===== src/hdl/pipt_pkg.sv =====
package pipt_pkg;
   // trigger function selection
   typedef enum logic [1:0] {
      PIPT_FN_WIDTH = 2'h0, // single-limit pulse width
      PIPT_FN_RANGE = 2'h1, // pulse width range (in or out)
      PIPT_FN_INTERVAL = 2'h2, // like-edge interval
      PIPT_FN_PATTERN = 2'h3 // five-input pattern
   } pipt_fn_t;

   // interval sub-modes
   typedef enum logic [1:0] {
      PIPT_IV_SHORTER = 2'h0,
      PIPT_IV_LONGER = 2'h1,
      PIPT_IV_INSIDE = 2'h2,
      PIPT_IV_OUTSIDE = 2'h3
   } pipt_iv_t;

   // hold-off kind
   typedef enum logic [1:0] {
      PIPT_HO_NONE = 2'h0,
      PIPT_HO_TIME = 2'h1,
      PIPT_HO_EVENTS = 2'h2
   } pipt_ho_t;

   // per-input pattern condition, two bits each
   localparam logic [1:0] PIPT_COND_DONT_CARE = 2'h0;
   localparam logic [1:0] PIPT_COND_HIGH = 2'h1;
   localparam logic [1:0] PIPT_COND_LOW = 2'h2;
   localparam int PIPT_NUM_INPUTS = 5;

   // timer width: 20 s at 20 MHz is 4e8 cycles, fits 29 bits
   localparam int PIPT_CNT_W = 29;
   localparam int PIPT_EVT_W = 27;
   localparam longint PIPT_CLK_HZ = 20000000;
   localparam longint PIPT_LIMIT_MAX_S = 20;
   localparam longint PIPT_LIMIT_MAX_CYC = PIPT_LIMIT_MAX_S * PIPT_CLK_HZ;
   localparam int PIPT_EVENTS_MAX = 99999999;
   localparam logic [PIPT_CNT_W-1:0] PIPT_CNT_ZERO = '0;
   localparam logic [PIPT_CNT_W-1:0] PIPT_CNT_ONE = 29'h0000001;
   localparam logic [PIPT_EVT_W-1:0] PIPT_EVT_ONE = 27'h0000001;
endpackage


===== src/hdl/pipt_trigger.sv =====
`timescale 1ns/10ps
module pipt_trigger #(
   parameter int CNT_W = pipt_pkg::PIPT_CNT_W
) (
   // clock and reset
   input wire logic clk_sys,
   input wire logic rst_n,
   // comparator states, high above threshold
   input wire logic input_channel_one,
   input wire logic input_channel_two,
   input wire logic input_channel_three,
   input wire logic input_channel_four,
   input wire logic external_trigger_input,
   // function selection
   input wire pipt_pkg::pipt_fn_t fn_sel,
   input wire logic [2:0] source_sel,
   input wire logic edge_falling,
   input wire logic width_at_or_above,
   input wire logic range_inside,
   input wire pipt_pkg::pipt_iv_t iv_mode,
   input wire logic pattern_exiting,
   // limits in clock cycles
   input wire logic [CNT_W-1:0] limit_low,
   input wire logic [CNT_W-1:0] limit_high,
   // pattern conditions, two bits per input
   input wire logic [2*pipt_pkg::PIPT_NUM_INPUTS-1:0] pattern_cond,
   // hold-off
   input wire pipt_pkg::pipt_ho_t ho_mode,
   input wire logic [CNT_W-1:0] ho_cycles,
   input wire logic [pipt_pkg::PIPT_EVT_W-1:0] ho_events,
   // result
   output logic trigger_out,
   output logic pattern_present
);
   import pipt_pkg::*;

   // elaboration check: timer width must equal the package width
   if (CNT_W != PIPT_CNT_W) begin : g_bad_width
      $error("timer width must match the package width");
   end

   // per-input condition decode, used for every input
   function automatic logic cond_met(input logic [1:0] c, input logic s);
      case (c)
         PIPT_COND_HIGH: cond_met = s;
         PIPT_COND_LOW: cond_met = ~s;
         default: cond_met = 1'b1; // don't care ignored
      endcase
   endfunction

   typedef struct packed {
      logic [CNT_W-1:0] width_tmr; // cycles since opposite edge
      logic [CNT_W-1:0] iv_tmr; // cycles since last like edge
      logic iv_armed; // a first like edge was seen
      logic pat; // registered pattern state
      logic trig; // output pulse
   } pipt_state_t;

   pipt_state_t st; // registered state
   pipt_state_t next_st; // next state

   logic [PIPT_NUM_INPUTS-1:0] in_vec; // all comparator states
   logic [PIPT_NUM_INPUTS-1:0] rise_vec; // rising edges
   logic [PIPT_NUM_INPUTS-1:0] fall_vec; // falling edges
   logic [PIPT_NUM_INPUTS-1:0] met_vec; // condition satisfied
   logic src_rise; // selected source rising
   logic src_fall; // selected source falling
   logic sel_edge; // chosen edge on source
   logic opp_edge; // opposite edge on source
   logic pat_now; // pattern as seen this cycle
   logic [CNT_W-1:0] w_meas; // pulse width measured
   logic [CNT_W-1:0] i_meas; // interval measured
   logic w_le_lo; // width at or below low limit
   logic w_ge_lo; // width at or above low limit
   logic w_ge_hi; // width at or above high limit
   logic w_le_hi; // width at or below high limit
   logic cand; // candidate trigger before hold-off
   logic fire; // qualified trigger

   // comparator states already give high above threshold
   assign in_vec = {external_trigger_input, input_channel_four,
                    input_channel_three, input_channel_two,
                    input_channel_one};

   // one edge detector per input
   for (genvar i = 0; i < PIPT_NUM_INPUTS; i++) begin : g_in
      pipt_edge_det u_edge (
         .clk_sys(clk_sys),
         .rst_n(rst_n),
         .state_in(in_vec[i]),
         .rise(rise_vec[i]),
         .fall(fall_vec[i])
      );
      assign met_vec[i] = cond_met(pattern_cond[2*i +: 2], in_vec[i]);
   end

   // source select; codes above the last input read as no edge
   always_comb begin
      if (source_sel < 3'(PIPT_NUM_INPUTS)) begin
         src_rise = rise_vec[source_sel];
         src_fall = fall_vec[source_sel];
      end else begin
         src_rise = 1'b0;
         src_fall = 1'b0;
      end
   end

   assign sel_edge = edge_falling ? src_fall : src_rise;
   assign opp_edge = edge_falling ? src_rise : src_fall;

   // AND of all conditions; one miss makes it absent
   assign pat_now = &met_vec;

   // count includes the edge cycle itself; a saturated timer stays at
   // full scale so an overlong pulse never wraps round to read narrow
   assign w_meas = (&st.width_tmr) ? st.width_tmr
      : st.width_tmr + CNT_W'(1);
   assign i_meas = (&st.iv_tmr) ? st.iv_tmr
      : st.iv_tmr + CNT_W'(1);

   // width comparisons shared by both width functions
   assign w_le_lo = (w_meas <= limit_low);
   assign w_ge_lo = (w_meas >= limit_low);
   assign w_ge_hi = (w_meas >= limit_high);
   assign w_le_hi = (w_meas <= limit_high);

   // candidate selection by function
   always_comb begin
      cand = 1'b0;
      case (fn_sel)
         PIPT_FN_WIDTH: begin
            // low limit is the single width limit
            if (width_at_or_above) begin
               cand = sel_edge & w_ge_lo;
            end else begin
               cand = sel_edge & w_le_lo;
            end
         end
         PIPT_FN_RANGE: begin
            if (range_inside) begin
               cand = sel_edge & w_ge_lo & w_le_hi;
            end else begin
               cand = sel_edge & (w_le_lo | w_ge_hi);
            end
         end
         PIPT_FN_INTERVAL: begin
            // first edge only arms; second like edge decides
            if (sel_edge && st.iv_armed) begin
               case (iv_mode)
                  PIPT_IV_SHORTER: cand = (i_meas <= limit_high);
                  PIPT_IV_LONGER: cand = (i_meas > limit_low);
                  PIPT_IV_INSIDE: cand = (i_meas >= limit_low) &&
                     (i_meas <= limit_high);
                  PIPT_IV_OUTSIDE: cand = (i_meas < limit_low) ||
                     (i_meas > limit_high);
                  default: cand = 1'b0;
               endcase
            end
         end
         PIPT_FN_PATTERN: begin
            if (pattern_exiting) begin
               cand = st.pat & ~pat_now;
            end else begin
               cand = ~st.pat & pat_now;
            end
         end
         default: cand = 1'b0;
      endcase
   end

   // hold-off qualification
   pipt_holdoff u_holdoff (
      .clk_sys(clk_sys),
      .rst_n(rst_n),
      .ho_mode(ho_mode),
      .ho_cycles(ho_cycles),
      .ho_events(ho_events),
      .cand(cand),
      .fire(fire)
   );

   // next state; timers saturate instead of wrapping, so a very
   // long pulse still reads as long
   always_comb begin
      next_st = st;
      if (st.width_tmr != {CNT_W{1'b1}}) begin
         next_st.width_tmr = w_meas;
      end
      if (st.iv_tmr != {CNT_W{1'b1}}) begin
         next_st.iv_tmr = i_meas;
      end
      if (opp_edge) begin
         next_st.width_tmr = '0;
      end
      if (sel_edge) begin
         next_st.iv_tmr = '0;
         next_st.iv_armed = 1'b1;
      end
      next_st.pat = pat_now;
      next_st.trig = fire;
   end

   // state register
   always_ff @(posedge clk_sys or negedge rst_n) begin
      if (!rst_n) begin
         st <= '0;
      end else begin
         st <= next_st;
      end
   end

   // outputs straight from flip-flops
   assign trigger_out = st.trig;
   assign pattern_present = st.pat;
endmodule // pipt_trigger


===== src/hdl/pipt_edge_det.sv =====
`timescale 1ns/10ps
// previous-sample edge detector for one comparator state
module pipt_edge_det (
   // clock and reset
   input wire logic clk_sys,
   input wire logic rst_n,
   // comparator state in
   input wire logic state_in,
   // edges out, same cycle as the new sample
   output logic rise,
   output logic fall
);
   import pipt_pkg::*;

   logic prev; // last sampled state

   // keep the previous sample
   always_ff @(posedge clk_sys or negedge rst_n) begin
      if (!rst_n) begin
         prev <= 1'b0;
      end else begin
         prev <= state_in;
      end
   end

   // compare current against previous
   assign rise = state_in & ~prev;
   assign fall = ~state_in & prev;
endmodule // pipt_edge_det


===== src/hdl/pipt_holdoff.sv =====
`timescale 1ns/10ps
// hold-off gate: passes a candidate only when time or events have passed; with no hold-off it passes every candidate
module pipt_holdoff (
   // clock and reset
   input wire logic clk_sys,
   input wire logic rst_n,
   // configuration
   input wire pipt_pkg::pipt_ho_t ho_mode,
   input wire logic [pipt_pkg::PIPT_CNT_W-1:0] ho_cycles,
   input wire logic [pipt_pkg::PIPT_EVT_W-1:0] ho_events,
   // candidate trigger and qualified result
   input wire logic cand,
   output logic fire
);
   import pipt_pkg::*;

   typedef struct packed {
      logic [PIPT_CNT_W-1:0] tmr; // cycles since last trigger
      logic [PIPT_EVT_W-1:0] evt; // events since last trigger
   } pipt_ho_state_t;

   pipt_ho_state_t st; // registered state
   pipt_ho_state_t next_st; // next state
   logic time_ok; // delay elapsed
   logic evt_ok; // enough events skipped

   // timer saturates so a long idle never wraps back into hold-off
   assign time_ok = (st.tmr >= ho_cycles);
   assign evt_ok = (st.evt >= ho_events);

   // gate decision
   always_comb begin
      case (ho_mode)
         PIPT_HO_TIME: fire = cand & time_ok;
         PIPT_HO_EVENTS: fire = cand & evt_ok;
         default: fire = cand;
      endcase
   end

   // counters restart on each trigger
   always_comb begin
      next_st = st;
      if (st.tmr != {PIPT_CNT_W{1'b1}}) begin
         next_st.tmr = st.tmr + PIPT_CNT_ONE;
      end
      if (fire) begin
         next_st.tmr = PIPT_CNT_ONE;
         next_st.evt = '0;
      end else if (cand && !evt_ok) begin
         next_st.evt = st.evt + PIPT_EVT_ONE;
      end
   end

   // state register
   always_ff @(posedge clk_sys or negedge rst_n) begin
      if (!rst_n) begin
         st <= '{tmr: {PIPT_CNT_W{1'b1}}, evt: {PIPT_EVT_W{1'b1}}};
      end else begin
         st <= next_st;
      end
   end
endmodule // pipt_holdoff


===== config.mk =====
export PLATFORM = sky130hd
export DESIGN_NAME = pipt_trigger
export DESIGN_NICKNAME = d
export VERILOG_FILES = /design/src/hdl/pipt_pkg.sv /design/src/hdl/pipt_trigger.sv /design/src/hdl/pipt_edge_det.sv /design/src/hdl/pipt_holdoff.sv
export SDC_FILE = /design/constraint.sdc
export NUM_CORES = 1
export LEC_CHECK = 0
export BUFFER_PORTS_ARGS = -buffer_cell sky130_fd_sc_hd__buf_2
export CORE_ASPECT_RATIO = 1.2
export CORE_UTILIZATION = 64
export DETAILED_ROUTE_END_ITERATION = 6
export PLACE_DENSITY = 0.87
export SYNTH_ARGS = -nofsm -noshare
export SYNTH_HDL_FRONTEND = slang
export SYNTH_SLANG_ARGS = --single-unit

===== constraint.sdc =====
create_clock -name clk_sys -period 13.25 [get_ports clk_sys]
set_input_delay 1.9875 -clock clk_sys [delete_from_list [all_inputs] [get_ports clk_sys]]
set_output_delay 1.9875 -clock clk_sys [all_outputs]
set_load 0.005 [all_outputs]

Yosys cells after proc, flatten, opt, wreduce, memory -nomap -nowiden
Cells that the tools add are included. Widths: inputs -> output; s select.

Register bits: 122. Input bits: 144. Output and inout port bits: 2. Word-level logic and storage cells: 125.

Add/subtract/negate cells: 4. $lt $le $gt $ge: 13. Equal/unequal tests: 21. Multiplexer cells: 30. Bitwise logic cells: 31. Reductions and logical operators: 14.

Operators with widths (count): $mux 29 (7); $ge 29x29->1 (4); $add 29x1->29 const B (3); $le 29x29->1 (3); $ne 29x29->1 const B (3); $gt 29x29->1 (2); $reduce_and 29->1 (2); $mux 27 (2); $mux 30 (1); $lt 29x29->1 (1); $add 27x1->27 const B (1); $ge 27x27->1 (1); $eq 2x2->1 const B (10); $and 1x1->1 (18); $eq 2x1->1 const B (8); $not 1->1 (12); $pmux 1 s2 (6); $mux 1 (10); $pmux 1 s4 (2); $reduce_bool 2->1 (4); $bmux 1 s3 (2); $reduce_and 5->1 (1); $logic_not 2->1 (2); $lt 3x4->1 const B (1); other kinds (5) (7).

Longest topological paths before layout
Word-level depth: 13. Gate-level depth with buffers: 25. Mapped depth without buffers: 20.

Modules after synthesis
A second synthesis with hierarchy kept.

Cell total of the unflattened synthesis: 1250. Area total of the unflattened synthesis: 10938.0 µm².

By module, submodules not included: pipt_trigger (times used 1, cells an instance 715, area each 6288.5 µm², seq. area each 1526.5 µm²); pipt_holdoff (times used 1, cells an instance 520, area each 4449.3 µm², seq. area each 1471.4 µm²); pipt_edge_det (times used 5, cells an instance 3, area each 40.0 µm², seq. area each 25.0 µm²).

Worst setup path after synthesis
OpenSTA, ideal clock, no wires.

Kind: register to register. From: register st[3] (netlist bit). To: register u_holdoff.st[15] (netlist bit). Library setup time: 0.073 ns. Arrival time: 5.189 ns. Required time: 13.177 ns. Slack: 7.988 ns. Stages on the path, launching flop included: 26. Path buffers: 5. Period minus slack after synthesis: 5.262 ns. Cell sequence: dfrtp_1 > ha_1 > nand3_1 > or4_1 > or4_1 > clkbuf_1 > nand4_1 > or3_1 > clkbuf_1 > nor2_1 > and3_1 > xnor2_1 > inv_1 > ha_1 > nand4_1 > nor4_1 > a21boi_1 > nor4b_1 > or3b_1 > a41oi_1 > and2_1 > buf_6 > buf_6 > clkbuf_1 > o31ai_1 > a21oi_1.

Word-level cells in the longest chain between the ends: 10. Elaborated cells between the ends (all ways): 19. Those cells by class: 1 x add/sub; 5 x order compare; 6 x mux; 2 x bitwise; 5 x reduce/logical.

RTL lines: from (decl) (RTL line pipt_trigger.sv:59) `pipt_state_t st;`; from (signal assigned) (RTL line pipt_trigger.sv:208) `st <= next_st;`; $add 29x1->29 / $reduce_and 29->1 (equally long branches) (RTL line pipt_trigger.sv:119, pipt_trigger.sv:118); $mux 29 (*) (RTL line pipt_trigger.sv:118) `assign i_meas = (&st.iv_tmr) ? st.iv_tmr`; $lt 29x29->1, or another cell as far along (RTL line pipt_trigger.sv:154) `PIPT_IV_OUTSIDE: cand = (i_meas < limit_low) ||`; $logic_or 1x1->1 / $logic_and 1x1->1 (equally long branches) (RTL line pipt_trigger.sv:154, pipt_trigger.sv:152); $pmux 1 s4 (*) (RTL line pipt_trigger.sv:149) `case (iv_mode)`; $mux 1 (*) (RTL line pipt_trigger.sv:148) `if (sel_edge && st.iv_armed) begin`; $pmux 1 s4 (*) (RTL line pipt_trigger.sv:130) `case (fn_sel)`; $and 1x1->1, on equally long branches (RTL line pipt_holdoff.sv:35, pipt_holdoff.sv:34); $pmux 1 s2 (RTL line pipt_holdoff.sv:33) `case (ho_mode)`; $mux 27 / $reduce_bool 2->1 (equally long branches); to (signal assigned) (RTL line pipt_holdoff.sv:57) `st <= '{tmr: {PIPT_CNT_W{1'b1}}, evt: {PIPT_EVT_W{1'b1}}};`; to (signal assigned) (RTL line pipt_holdoff.sv:59) `st <= next_st;`; to (decl) (RTL line pipt_holdoff.sv:22) `pipt_ho_state_t st;`.

Mark *: on every way between the ends. The rest lies on a longest branch, timed or not. A chain may end at the register's enable or synchronous reset.

Worst setup path in the final report
From: register st[3] (netlist bit). To: register u_holdoff.st[36] (netlist bit).

Word-level cells in the longest chain between the ends: 10. Elaborated cells between the ends (all ways): 18. Those cells by class: 1 x add/sub; 5 x order compare; 6 x mux; 2 x bitwise; 4 x reduce/logical.

RTL lines (RTL line): $add 29x1->29 / $reduce_and 29->1 (equally long branches) (pipt_trigger.sv:119, pipt_trigger.sv:118); $mux 29 (*) (pipt_trigger.sv:118); $lt 29x29->1, or another cell as far along (pipt_trigger.sv:154); $logic_or 1x1->1 / $logic_and 1x1->1 (equally long branches) (pipt_trigger.sv:154, pipt_trigger.sv:152); $pmux 1 s4 (*) (pipt_trigger.sv:149); $mux 1 (*) (pipt_trigger.sv:148); $pmux 1 s4 (*) (pipt_trigger.sv:130); $and 1x1->1, on equally long branches (pipt_holdoff.sv:35, pipt_holdoff.sv:34); $pmux 1 s2 (*) (pipt_holdoff.sv:33); $mux 29 / $reduce_bool 2->1 (equally long branches).

Marks and branches as above.

==> metrics <==
crit path launch=st[3]$_DFFE_PN0P_; fin crit share=47.4%; Yosys cell types=72; cts bufs inserted=17; total congestion overflow=0; Ys Warns=0; sw power=0.000361 W; RSZ-0062 raised after global routing=no; P per Cell Area=93.0 nW/um^2; drt first pass iters=7; Die ar.=approximately 18000 um^2; root buffer cell=clkbuf_16; status=finished, final reports clean; Mapped Cells=1294; register area share after synthesis=between 20% and 30%; worst-skew pair later-pin latency=0.43 ns; Peak VDD IR=0.0813 mV; Final Hold Vio Count=0; gr usage total=35.5%; Worst Setup End Kind=flip-flop; die width=122 um; CTS sink cnt=122; placed cells=1634; largest net degree at the start of global routing=71; Synth async-reset ratio=100%; CTS H-tree lvls=4; internal power=0.000805 W; Post-DP HPWL=23100 um; fillers=~1.3k; Sw Share=31.0%; first-pass GRT wire length=just under 50000 um; count leader, synth=ha_1; Synth area leader=ha_1; #FFs+latches synth=approximately 120; worst hold path type=reg -> reg; Flop pwr share=around 37%; post-synth top area share=21.2%; Core Area=16900 um^2; Worst EP required=~14 ns; Die Ht=146 um; clock slew at reported path FFs=0.06 ns; CTS-repair resized insts=0; initial antenna violation count=0; Rel. slew slack=~20%; Routed WL=just over 30000 um; Main synth FF type=dfrtp_1; Clk pwr share=42.6%; DRT iter0 DRCs=796; final net count=1768; vias in the first global route=10.2k; Worst Path Arrival=6.58 ns; fin. max-slew vios=0; crit-path max FO=51; # diodes=0; Hold Path Origin=st[2]$_DFFE_PN0P_; post-DR vias/cell=6.12; Pleak=6.54 nW; CTS Hold Bufs=0; Fmax=0.159 GHz; Post-CTS Setup Inserts=0; Sum Neg Setup Slack=0 ns; Mapped Area=11000 um^2; Via Count=10.2k; min Tclk post-route=between 6 and 7 ns; Final Skew=0.0102 ns; IO buf count=145; routability cong.=0.979; crit path kind=reg -> reg; share of layout cells above drive strength 1=18.0%; P&R area growth vs syn=13.8%; CP Launch Type=flip-flop; Logic pwr share=20.7%; io pins=146; per-cell routed wire length=18.2 um; Mapped Nets=1625; CTS Buffer Depth=2; syn_area_per_cell=8.51 um^2; ANT nets after route=0; setup violators final=0; final core utilization=74.4%; non-filler cells, final=between 1.5k and 2k; CTS tree=yes; leading post-synthesis cells by cell area=ha_1, dfrtp_1, dfstp_2; Cell Rows=52; Max-Cap Viols=0; FF-to-FF Start=st[3]$_DFFE_PN0P_; Worst-Margin Slew=1.20 ns; DRC viols=0; Post-synth top cells=ha_1, inv_1, nor2_1; initial core utilization=65.4%; number of synthesized flops with an enable pin=0
## cells by family after synthesis
logic type                 count (synthesis)  synth area share, %
DFF                                      122                 28.4
xor gates and xnor gates                  81                 6.44
AOI/OAI and AO/OA                        215                 12.8
buffers and inverters                    202                 7.24
muxes                                     12                 1.20
and+or+nand+nor                          475                 22.7
adders and majority gates                187                 21.2
## flip-flops by register name (all words and copies together) (netlist names)
signal,cells
u_holdoff.st,56
trigger_out,1
g_in.u_edge.prev,5
pattern_present,1
st,59
## worst max-delay path, stage by stage (launching register included)
cell	delay (ns)
dfrtp_1	0.39
ha_1	0.25
nand3_1	0.09
or4_1	0.53
or4_1	0.56
nand4_1	0.26
or3_1	0.23
nor2_1	0.10
and3_1	0.21
xnor2_1	0.20
inv_1	0.10
ha_1	0.32
a21oi_1	0.15
nand2_1	0.07
a222oi_1	0.30
nor4b_1	0.41
or3b_1	0.20
a41oi_1	0.15
and2_1	0.19
buf_4	0.27
nor2_4	0.96
nor2_1	0.17
## cells in the final DEF, fill, tap and decap left out, drive strengths merged, types with 16 or more instances in the layout
master	count
o21ai	22
and4	16
nor2b	38
nand3	67
ha	187
and3	24
clkbuf	18
nor3	26
inv	185
o31ai	24
nand4	51
dfstp	56
a21oi	85
dfrtp	66
or4	24
xor2	40
buf	148
xnor2	41
nor2	107
nand2	76
## power by group through the flow
stage | logic (W) | clock network (W) | registers, W
after detailed placement | 0.000235 | 0 | 0.000432
final | 0.000241 | 0.000496 | 0.000429
after CTS | 0.000239 | 0.000497 | 0.000427
after global routing | 0.000275 | 0.000516 | 0.000431
after floorplan | 0.000161 | 0 | 0.000426
after global placement | 0.000227 | 0 | 0.000431
## area by class of cell
class                           count  area, um^2  area share [%]
Clock inverter                     14         183            1.46
Inverter                          178         668            5.33
Multi-Input combinational cell    970        7100            56.7
Clock buffer                       18         439            3.50
Timing Repair Buffer              148         751            5.99
Tap cell                          216         270            2.16
Sequential cell                   122        3120            24.9
## layer usage
layer / global-route usage [%] / up-vias / wire (um)
met5: 0 / - / 0
met1: 40.3 / 4779 / 11700
met2: 62.0 / 442 / 15200
met4: 19.6 / 0 / 1610
met3: 6.15 / 107 / 1740
li1: - / 4870 / -
## per-stage QoR
stage                     cell area (um^2)  setup slack, ns  total power, W  hold slack (ns)
after floorplan                      11000             7.99        0.000587            0.431
after global placement               11900             7.32        0.000658            0.471
after detailed placement             11900             7.18        0.000668            0.480
after CTS                            12500             7.11         0.00116            0.495
after global routing                 12500             6.49         0.00122            0.512
final                                12500             6.98         0.00117            0.489
## final timing paths
path / end / slack (ns) / depth (start not counted)
min in group asynchronous: g_in[3].u_edge.prev$_DFF_PN0_ / 1.69 / 1
worst min-delay path: st[2]$_DFFE_PN0P_ / 0.49 / 1
max in group asynchronous: st[26]$_DFFE_PN0P_ / 10.32 / 2
worst max register to register: u_holdoff.st[36]$_DFFE_PN1P_ / 6.98 / 21
worst max-delay path: u_holdoff.st[36]$_DFFE_PN1P_ / 6.98 / 21
worst min register to register: st[2]$_DFFE_PN0P_ / 0.49 / 1
(Power assumes the default switching activity.)
